==> config.mk <==
export PLATFORM = sky130hd
export DESIGN_NAME = trigger_sequence_control
export DESIGN_NICKNAME = d
export VERILOG_FILES = /design/src/rtl/seq_arm.v /design/src/rtl/trigger_sequence_control.v
export VERILOG_INCLUDE_DIRS = /design/src /design/src/common
export SDC_FILE = /design/constraint.sdc
export NUM_CORES = 1
export LEC_CHECK = 0
export ABC_AREA = 0
export BUFFER_PORTS_ARGS = -buffer_cell sky130_fd_sc_hd__buf_2
export CAP_MARGIN = 20
export CORE_MARGIN = 2
export CORE_UTILIZATION = 35
export CTS_CLUSTER_SIZE = 12
export DETAILED_ROUTE_END_ITERATION = 10
export GPL_TIMING_DRIVEN = 1
export PLACE_DENSITY = 0.72
export SLEW_MARGIN = 5
export SYNTH_ARGS = -nofsm -noshare
export SYNTH_HDL_FRONTEND = slang
export SYNTH_SLANG_ARGS = --single-unit
export TNS_END_PERCENT = 100
==> constraint.sdc <==
create_clock -name core_clk_in -period 3 [get_ports core_clk_in]
set_clock_uncertainty 0.2 [all_clocks]
set_input_delay 0.45 -clock core_clk_in [delete_from_list [all_inputs] [get_ports core_clk_in]]
set_output_delay 0.45 -clock core_clk_in [all_outputs]
set_load 0.02 [all_outputs]
==> src/common/trig_seq_defines.vh <==
// constants for the trigger sequence control block
`ifndef TRIG_SEQ_DEFINES_VH
`define TRIG_SEQ_DEFINES_VH
// sequence numbers
`define SEQ_NUM_TRAN     2'd1
`define SEQ_NUM_ACQ      2'd2
// command codes on cmd_code_in
`define CMD_NONE         3'h0
`define CMD_ABORT        3'h1
`define CMD_INIT_NUM     3'h2
`define CMD_INIT_TRAN    3'h3
`define CMD_INIT_ACQ     3'h4
`define CMD_TRIG_TRAN    3'h5
`define CMD_TRIG_ACQ     3'h6
`define CMD_SET_CONT     3'h7
// measurement function select
`define FUNC_NONE        2'h0
`define FUNC_VOLT        2'h1
`define FUNC_CURR        2'h2
`define FUNC_DVM         2'h3
// trigger source encoding, bus is the only one
`define SRC_BUS          2'h0
// reset value and level width
`define CONT_RESET       1'b0
`define LEVEL_WIDTH      16
`endif

==> src/rtl/seq_arm.v <==
// one trigger sequence armed flag
`timescale 1ns/10ps
module seq_arm (
  // clock and reset
  input  wire core_clk_in,
  input  wire nrst_in,
  // control
  input  wire abort_in,
  input  wire init_in,
  input  wire trig_in,
  input  wire rearm_in,
  // status
  output reg  armed_out,
  output wire fire_out
);
  assign fire_out = armed_out & trig_in;

  always @(posedge core_clk_in) begin
    if (!nrst_in) begin
      armed_out <= 1'b0;
    end else if (abort_in) begin
      armed_out <= rearm_in;
    end else if (fire_out) begin
      armed_out <= rearm_in;
    end else if (init_in | rearm_in) begin
      armed_out <= 1'b1;
    end
  end
endmodule // seq_arm

==> src/rtl/trigger_sequence_control.v <==
// trigger subsystem control: transient and acquire sequences
// Functional notes
// - two sequences: 1 transient (default), 2 acquire, by number or name
// - abort cancels trigger actions, pending levels return to immediate values
// - abort clears the waiting-for-trigger flag
// - with continuous on, abort other than the reset command re-arms and sets waiting flag again
// - abort happens at power-up, state recall and reset command
// - armed sequence acts on its trigger; unarmed sequence discards triggers
// - initiate arms only the named or numbered sequence
// - continuous on keeps the transient sequence permanently armed
// - armed transient bus trigger applies pending current and voltage levels
// - waiting flag is OR of both sequences' waiting states
// - continuous on: re-arm after transient trigger, flag back to one
// - transient source is bus only, reads back and resets to bus
// - armed acquire trigger measures selection and writes acquisition buffer
`timescale 1ns/10ps
`include "trig_seq_defines.vh"
module trigger_sequence_control #(
  parameter LW = `LEVEL_WIDTH
) (
  // clock and reset
  input  wire          core_clk_in,
  input  wire          nrst_in,
  // command port from the interpreter
  input  wire          cmd_valid_in,
  input  wire [2:0]    cmd_code_in,
  input  wire [1:0]    cmd_seq_num_in,
  input  wire          cmd_cont_val_in,
  input  wire          recall_in,
  input  wire          reset_cmd_in,
  input  wire          bus_trig_in,
  // measurement and level settings
  input  wire [1:0]    meas_func_in,
  input  wire [LW-1:0] volt_imm_in,
  input  wire [LW-1:0] curr_imm_in,
  input  wire [LW-1:0] volt_trig_in,
  input  wire [LW-1:0] curr_trig_in,
  // outputs
  output reg  [LW-1:0] volt_out,
  output reg  [LW-1:0] curr_out,
  output reg  [LW-1:0] volt_pend_out,
  output reg  [LW-1:0] curr_pend_out,
  output reg           meas_start_out,
  output reg  [1:0]    meas_func_out,
  output reg           buf_write_out,
  output reg           waiting_for_trigger_flag_out,
  output reg           tran_armed_out,
  output reg           acq_armed_out,
  output reg           cont_out,
  output reg  [1:0]    trig_src_out
);
  reg        cont_r;
  reg        powerup_r;
  reg  [1:0] func_r;
  wire       cmd_abort;
  wire       init_tran;
  wire       init_acq;
  wire       trig_tran;
  wire       trig_acq;
  wire       tran_armed;
  wire       acq_armed;
  wire       tran_fire;
  wire       acq_fire;
  wire       tran_rearm;
  wire       acq_start_ok;

  // power-up, recall and reset command all abort
  assign cmd_abort = (cmd_valid_in & (cmd_code_in == `CMD_ABORT)) | recall_in
                   | reset_cmd_in | powerup_r;
  // sequence 1 is the default when no number is given
  assign init_tran = cmd_valid_in & ((cmd_code_in == `CMD_INIT_TRAN) |
                     ((cmd_code_in == `CMD_INIT_NUM) &
                      (cmd_seq_num_in != `SEQ_NUM_ACQ)));
  assign init_acq  = cmd_valid_in & ((cmd_code_in == `CMD_INIT_ACQ) |
                     ((cmd_code_in == `CMD_INIT_NUM) &
                      (cmd_seq_num_in == `SEQ_NUM_ACQ)));
  // bus trigger line plus trigger command feed the transient source
  assign trig_tran = bus_trig_in | (cmd_valid_in & (cmd_code_in == `CMD_TRIG_TRAN));
  assign trig_acq  = cmd_valid_in & (cmd_code_in == `CMD_TRIG_ACQ);
  // reset command also drops continuous, so no re-arm on that abort
  assign tran_rearm = cont_r & ~reset_cmd_in & ~powerup_r;
  // no function chosen means the trigger cannot measure anything
  assign acq_start_ok = acq_fire & (func_r != `FUNC_NONE);

  seq_arm u_tran (
    .core_clk_in (core_clk_in),
    .nrst_in     (nrst_in),
    .abort_in    (cmd_abort),
    .init_in     (init_tran),
    .trig_in     (trig_tran),
    .rearm_in    (tran_rearm),
    .armed_out   (tran_armed),
    .fire_out    (tran_fire)
  );

  seq_arm u_acq (
    .core_clk_in (core_clk_in),
    .nrst_in     (nrst_in),
    .abort_in    (cmd_abort),
    .init_in     (init_acq),
    .trig_in     (trig_acq),
    .rearm_in    (1'b0),
    .armed_out   (acq_armed),
    .fire_out    (acq_fire)
  );

  reg  [LW-1:0] volt_pend_nxt;
  reg  [LW-1:0] curr_pend_nxt;
  reg  [LW-1:0] volt_out_nxt;
  reg  [LW-1:0] curr_out_nxt;
  wire          acq_meas_go;
  wire          waiting_nxt;

  // abort in the trigger cycle wins, so no half-started measurement
  assign acq_meas_go = acq_start_ok & ~cmd_abort;
  assign waiting_nxt = tran_armed | acq_armed;

  // power-up strobe: one abort in the first cycle out of reset
  always @(posedge core_clk_in) begin
    if (!nrst_in) begin
      powerup_r <= 1'b1;
    end else begin
      powerup_r <= 1'b0;
    end
  end

  // continuous setting; reset command forces it back off
  always @(posedge core_clk_in) begin
    if (!nrst_in) begin
      cont_r   <= `CONT_RESET;
      cont_out <= `CONT_RESET;
    end else begin
      if (reset_cmd_in) begin
        cont_r <= `CONT_RESET;
      end else if (cmd_valid_in & (cmd_code_in == `CMD_SET_CONT)) begin
        cont_r <= cmd_cont_val_in;
      end
      cont_out <= cont_r;
    end
  end

  // only one legal source, so readback is a fixed register
  always @(posedge core_clk_in) begin
    if (!nrst_in) begin
      trig_src_out <= `SRC_BUS;
    end else begin
      trig_src_out <= `SRC_BUS;
    end
  end

  // pending levels track triggered settings; abort reverts to immediate
  always @* begin
    if (cmd_abort) begin
      volt_pend_nxt = volt_imm_in;
      curr_pend_nxt = curr_imm_in;
    end else begin
      volt_pend_nxt = volt_trig_in;
      curr_pend_nxt = curr_trig_in;
    end
  end

  // applied levels: abort restores immediate, armed trigger applies pending
  always @* begin
    volt_out_nxt = volt_out;
    curr_out_nxt = curr_out;
    if (cmd_abort) begin
      volt_out_nxt = volt_imm_in;
      curr_out_nxt = curr_imm_in;
    end else if (tran_fire) begin
      volt_out_nxt = volt_pend_out;
      curr_out_nxt = curr_pend_out;
    end
  end

  // pending level registers
  always @(posedge core_clk_in) begin
    if (!nrst_in) begin
      volt_pend_out <= {LW{1'b0}};
      curr_pend_out <= {LW{1'b0}};
    end else begin
      volt_pend_out <= volt_pend_nxt;
      curr_pend_out <= curr_pend_nxt;
    end
  end

  // applied level registers
  always @(posedge core_clk_in) begin
    if (!nrst_in) begin
      volt_out <= {LW{1'b0}};
      curr_out <= {LW{1'b0}};
    end else begin
      volt_out <= volt_out_nxt;
      curr_out <= curr_out_nxt;
    end
  end

  // measurement start; function held so a later change cannot
  // relabel samples already written
  always @(posedge core_clk_in) begin
    if (!nrst_in) begin
      func_r         <= `FUNC_NONE;
      meas_start_out <= 1'b0;
      buf_write_out  <= 1'b0;
      meas_func_out  <= `FUNC_NONE;
    end else begin
      func_r         <= meas_func_in;
      meas_start_out <= acq_meas_go;
      buf_write_out  <= acq_meas_go;
      if (acq_start_ok) begin
        meas_func_out <= func_r;
      end
    end
  end

  // flag follows armed state: drops on abort without continuous re-arm, or completion of both
  always @(posedge core_clk_in) begin
    if (!nrst_in) begin
      tran_armed_out               <= 1'b0;
      acq_armed_out                <= 1'b0;
      waiting_for_trigger_flag_out <= 1'b0;
    end else begin
      tran_armed_out               <= tran_armed;
      acq_armed_out                <= acq_armed;
      waiting_for_trigger_flag_out <= waiting_nxt;
    end
  end
endmodule // trigger_sequence_control

## After elaboration in Yosys (flattened, before gate mapping)

Index checks and enable logic that the tools add are counted.

| cells by class | value |
|---|---|
| add/sub/neg operators | 0 |
| $mul | 0 |
| div/mod/pow operators | 0 |
| magnitude comparators | 0 |
| eq/ne operators | 9 |
| shift operators | 0 |
| mux-type cells | 10 |
| bitwise operators | 26 |
| reduce and logical (&&, ||, !) cells | 5 |

Operator list:

| cell | number |
|---|---|
| $mux W16 | 6 |
| $and A1 B1 Y1 | 14 |
| $eq A3 B3 Y1 const B | 4 |
| $or A1 B1 Y1 | 8 |
| $eq A3 B2 Y1 const B | 2 |
| $mux W1 | 4 |
| $not A1 Y1 | 4 |
| $reduce_bool A2 Y1 | 2 |
| $eq A3 B1 Y1 const B | 1 |
| $reduce_bool A3 Y1 | 1 |
| $reduce_or A3 Y1 | 1 |
| $eq A2 B2 Y1 const B | 1 |
| $ne A2 B2 Y1 const B | 1 |
| $reduce_or A2 Y1 | 1 |

| storage, ports and cells | value |
|---|---|
| flip-flop bits (word level) | 77 |
| bits in latches | 0 |
| RAM bits | 0 |
| bits in read-only memories | 0 |
| input port bits | 78 |
| output and inout bits | 74 |
| word-level logic and storage cells | 65 |
| memories | 0 |

## Longest topological paths before layout

| logic depth | value |
|---|---|
| depth in word-level cells | 8 |
| mapped depth | 7 |
| depth with buffers taken out | 4 |

## By module

From an unflattened synthesis, not the netlist that was laid out.

| unflattened totals | value |
|---|---|
| cell total of the unflattened synthesis | 312 |
| area, all modules | 3179.3 µm² |

Modules (own cells, without submodules):

| module | instances | cells an instance | area an instance (µm²) | seq. area each (µm²) |
|---|---|---|---|---|
| trigger_sequence_control | 1 | 300 | 3076.7 | 1501.4 |
| seq_arm | 2 | 6 | 51.3 | 20.0 |

## Worst setup path after synthesis

OpenSTA, ideal clock, no wires.

| path | value |
|---|---|
| path type | input to register |
| from | input port recall_in |
| to | register volt_out[10] |
| library setup time | 128 ps |
| arrival | 1750 ps |
| data required time | 2672 ps |
| path slack | 922 ps |
| cell stages on the path | 7 |
| buffers on the path | 3 |
| path through | or3_1 buf_2 a2111o_1 buf_6 buf_6 o21ai_1 a31oi_1 |

| between the ends | value |
|---|---|
| cells in the longest elaborated chain, start to end | 4 |
| elaborated cells on any way between the ends | 5 |
| classes of those cells | 1 x mux; 3 x bitwise; 1 x reduce/logical |

RTL lines:

| item | line | RTL |
|---|---|---|
| start: declaration | trigger_sequence_control.v:29 | `input wire recall_in,` |
| $or A1 B1 Y1 (*) (3 in a row) | trigger_sequence_control.v:68 | `` assign cmd_abort = (cmd_valid_in & (cmd_code_in == `CMD_ABORT)) \| recall_in `` |
| $mux W16 or $reduce_bool A2 Y1 (tied branches) | n/a |  |
| end signal: assignment | trigger_sequence_control.v:189 | `volt_out <= {LW{1'b0}};` |
| end signal: assignment | trigger_sequence_control.v:192 | `volt_out <= volt_out_nxt;` |
| end: declaration | trigger_sequence_control.v:39 | `output reg [LW-1:0] volt_out,` |

Mark *: on every way between the ends. The rest lies on a longest branch, timed or not.
A chain may end at the register's enable or synchronous reset.

## Worst setup path in the final report

| path | value |
|---|---|
| from | register powerup_r |
| to | register curr_out[14] |

| between the ends | value |
|---|---|
| cells in the longest elaborated chain, start to end | 2 |
| elaborated cells on any way between the ends | 3 |
| classes of those cells | 1 x mux; 1 x bitwise; 1 x reduce/logical |

RTL lines:

| item | line | RTL |
|---|---|---|
| start: declaration | trigger_sequence_control.v:53 | `reg powerup_r;` |
| start signal: assignment | trigger_sequence_control.v:121 | `powerup_r <= 1'b1;` |
| start signal: assignment | trigger_sequence_control.v:123 | `powerup_r <= 1'b0;` |
| $or A1 B1 Y1 (*) | trigger_sequence_control.v:68 |  |
| $mux W16 or $reduce_bool A2 Y1 (tied branches) | n/a |  |
| end signal: assignment | trigger_sequence_control.v:190 | `curr_out <= {LW{1'b0}};` |
| end signal: assignment | trigger_sequence_control.v:193 | `curr_out <= curr_out_nxt;` |
| end: declaration | trigger_sequence_control.v:40 | `output reg [LW-1:0] curr_out,` |

Marked as above.

==> flow_metrics.env <==
export IMPL_yosys_area_top_type_share=0.530
export IMPL_synth_seq_cells=77
export IMPL_post_cts_resized=0
export IMPL_muxShareOfSynthArea=0.00344
export IMPL_crit_required_ns=2.97
export IMPL_tritoncts="built"
export IMPL_post_route_util=0.481
export IMPL_timing_worst_setup_path_type="reg2reg"
export IMPL_synth_compound_area_frac=0.260
export IMPL_vdd_drop_max_mv=0.265
export IMPL_power_leakage_nw=1.77
export IMPL_initial_utilization=0.357
export IMPL_seq_area_um2=1540
export IMPL_wl_um=8220
export IMPL_std_cell_rows=33
export IMPL_rsz0062_at_grt="false"
export IMPL_arrival_ns=2.27
export IMPL_synth_seq_area_share=0.530
export IMPL_synth_area_per_cell_um2=8.58
export IMPL_clock_sinks=77
export IMPL_max_freq_ghz=0.435
export IMPL_vias=2932
export IMPL_cp_max_fo=64
export IMPL_hold_violations=0
export IMPL_gp_congestion=0.788
export IMPL_grt_pass1_vias=2691
export IMPL_synth_top_family_by_area="compound AO/OA/AOI/OAI gates"
export IMPL_overflow=0
export IMPL_final_setup_viol_count=0
export IMPL_synthSimpleGateAreaFrac=0.137
export IMPL_n_fill_cell=830
export IMPL_die_h_um=95.2
export IMPL_hpwl_um=5580
export IMPL_multi_input_area_um2=1180
export IMPL_synthAdderAreaFrac=0
export IMPL_antenna_found_initial=0
export IMPL_ys_warn_count=0
export IMPL_netlist_top_cells_area="dfxtp_1, nand2_1, a31oi_1"
export IMPL_dp_cells=569
export IMPL_fin_cells=585
export IMPL_drc=0
export IMPL_wl_per_cell_um=14.0
export IMPL_cts_path_max_buffers=2
export IMPL_synthFlopType="dfxtp_1"
export IMPL_setup_ws_ns=0.699
export IMPL_viasPerCell=5.01
export IMPL_dr_pass1_iters=5
export IMPL_power_density_nw_per_um2=624
export IMPL_critPathCaptureType="flip-flop"
export IMPL_critPathLaunchType="flip-flop"
export IMPL_cts_hold_buf=0
export IMPL_worst_pin_slew_ns=1.08
export IMPL_timing_final_max_slew_violations=0
export IMPL_drt_iter0_drc=84
export IMPL_outcome="complete, no violations"
export IMPL_grt_pass1_wl_um=12800
export IMPL_period_share=0.767
export IMPL_cts_clk_slew_worst_paths_ns=0.08
export IMPL_n_antenna_cell=0
export IMPL_synthTopCellsByCount="dfxtp_1, nand2_1, a21oi_1"
export IMPL_die_w_um=95.2
export IMPL_yosysMostFrequentCell="dfxtp_1"
export IMPL_port_buffers=149
export IMPL_htree_num_levels=3
export IMPL_io_pins=152
export IMPL_yosys_area_top_type="dfxtp_1"
export IMPL_hold_path_class="in2reg"
export IMPL_fin_nets=553
export IMPL_maxCapViolCount=0
export IMPL_async_flop_share=0
export IMPL_fp_dieArea_um2=9050
export IMPL_netlist_instances=339
export IMPL_clkLatencyLatePin_ns=0.34
export IMPL_syn_to_final_growth_pct=34.5
export IMPL_grt_usage=0.182
export IMPL_root_buffer="clkbuf_8"
export IMPL_layout_min_cycle_time_ns=2.30
export IMPL_syn_area_um2=2910
export IMPL_core_area_um2=8130
export IMPL_antenna_left=0
export IMPL_grt_max_degree=65
export IMPL_cts_buffers_inserted=9
export IMPL_netlist_cell_type_count=30
export IMPL_cts_setup_buffers=0
export IMPL_relSlewSlack=0.279
export IMPL_fin_setup_tns_ns=0
export IMPL_synth_edf_count=0
export IMPL_post_place_ws_ns=0.408
export IMPL_drive_gt1_frac=0.371
export IMPL_synth_xor_area_frac=0
[critical path: stages (launching register included)]
cell and delay, ns:
dfxtp_1 0.31, or3_1 0.32, a2111o_2 0.88, o21ai_0 0.33, a31oi_1 0.06
[flip-flops by register name, summed over array words and instances, names as in the netlist, 2 cells and up]
register / count
curr_out: 16
curr_pend_out: 16
func_r: 2
meas_func_out: 2
volt_out: 16
volt_pend_out: 16
[metrics by stage]
stage	instance area, µm²	hold WS [ns]	total power, W
floorplan	2910	0.244	0.00134
CTS	3910	0.0783	0.00246
global placement	3650	0.239	0.00147
finish	3910	0.0942	0.00244
global route	3910	0.0894	0.00254
detailed placement	3650	0.246	0.00147
[path summary, 6_finish.rpt]
check	slack, ns	to	depth (start not counted)	start
max	0.70	curr_out[14]$_SDFFE_PN0P_	4	powerup_r$_DFF_P_
min	0.09	cont_r$_SDFFE_PP0P_	2	reset_cmd_in
max reg2reg	0.70	curr_out[14]$_SDFFE_PN0P_	4	powerup_r$_DFF_P_
min reg2reg	0.25	meas_func_out[0]$_SDFFE_PN0P_	2	meas_func_out[0]$_SDFFE_PN0P_
[final cells by class]
cell class / count / share of cell area
multi-input combinational: 229 / 0.302
inverter: 3 / 0.00288
timing repair buffer: 155 / 0.202
clock inverter: 4 / 0.0307
tap: 105 / 0.0336
clock buffer: 12 / 0.0346
sequential: 77 / 0.394
[metal layers]
metal  vias up  track usage  wire [µm]
li1       1469            -          -
met1      1346        0.222       3650
met2       108        0.307       3850
met3         9       0.0451        594
met4         0       0.0688        123
met5         -            0          0
[placed cells by master (no fill, tap or decap), types with 2 or more instances in the layout]
cell type | netlist | routed
nand2_1 | 68 | 68
o21ai_0 | 33 | 33
conb_1 | 1 | 2
o21ai_2 | 4 | 4
nor2_1 | 3 | 2
buf_2 | 6 | 149
a31oi_1 | 34 | 34
and2_1 | 5 | 5
o21ai_1 | 28 | 28
inv_1 | 2 | 2
buf_4 | 3 | 6
nand3_1 | 2 | 2
a21oi_1 | 35 | 35
and4b_1 | 3 | 3
bufinv_16 | 0 | 4
clkbuf_1 | 14 | 3
clkbuf_8 | 0 | 9
dfxtp_1 | 77 | 77
nor3_1 | 2 | 2
[cell families (layout without fill, tap and decap cells)]
kind of cell           after synthesis  after routing
multiplexers                         1              1
flip-flops                          77             77
AO/OA/AOI/OAI                      137            137
buffers and inverters               34            174
AND/OR/NAND/NOR                     89             89
other                                1              2
[power breakdown]
group	total (W)	internal (W)	switching (W)
clock	0.000991	0.000639	0.000352
sequential	0.00112	0.00109	0.0000322
combinational	0.000329	0.000122	0.000207
total	0.00244	0.00185	0.000591
(Power assumes the default switching activity.)
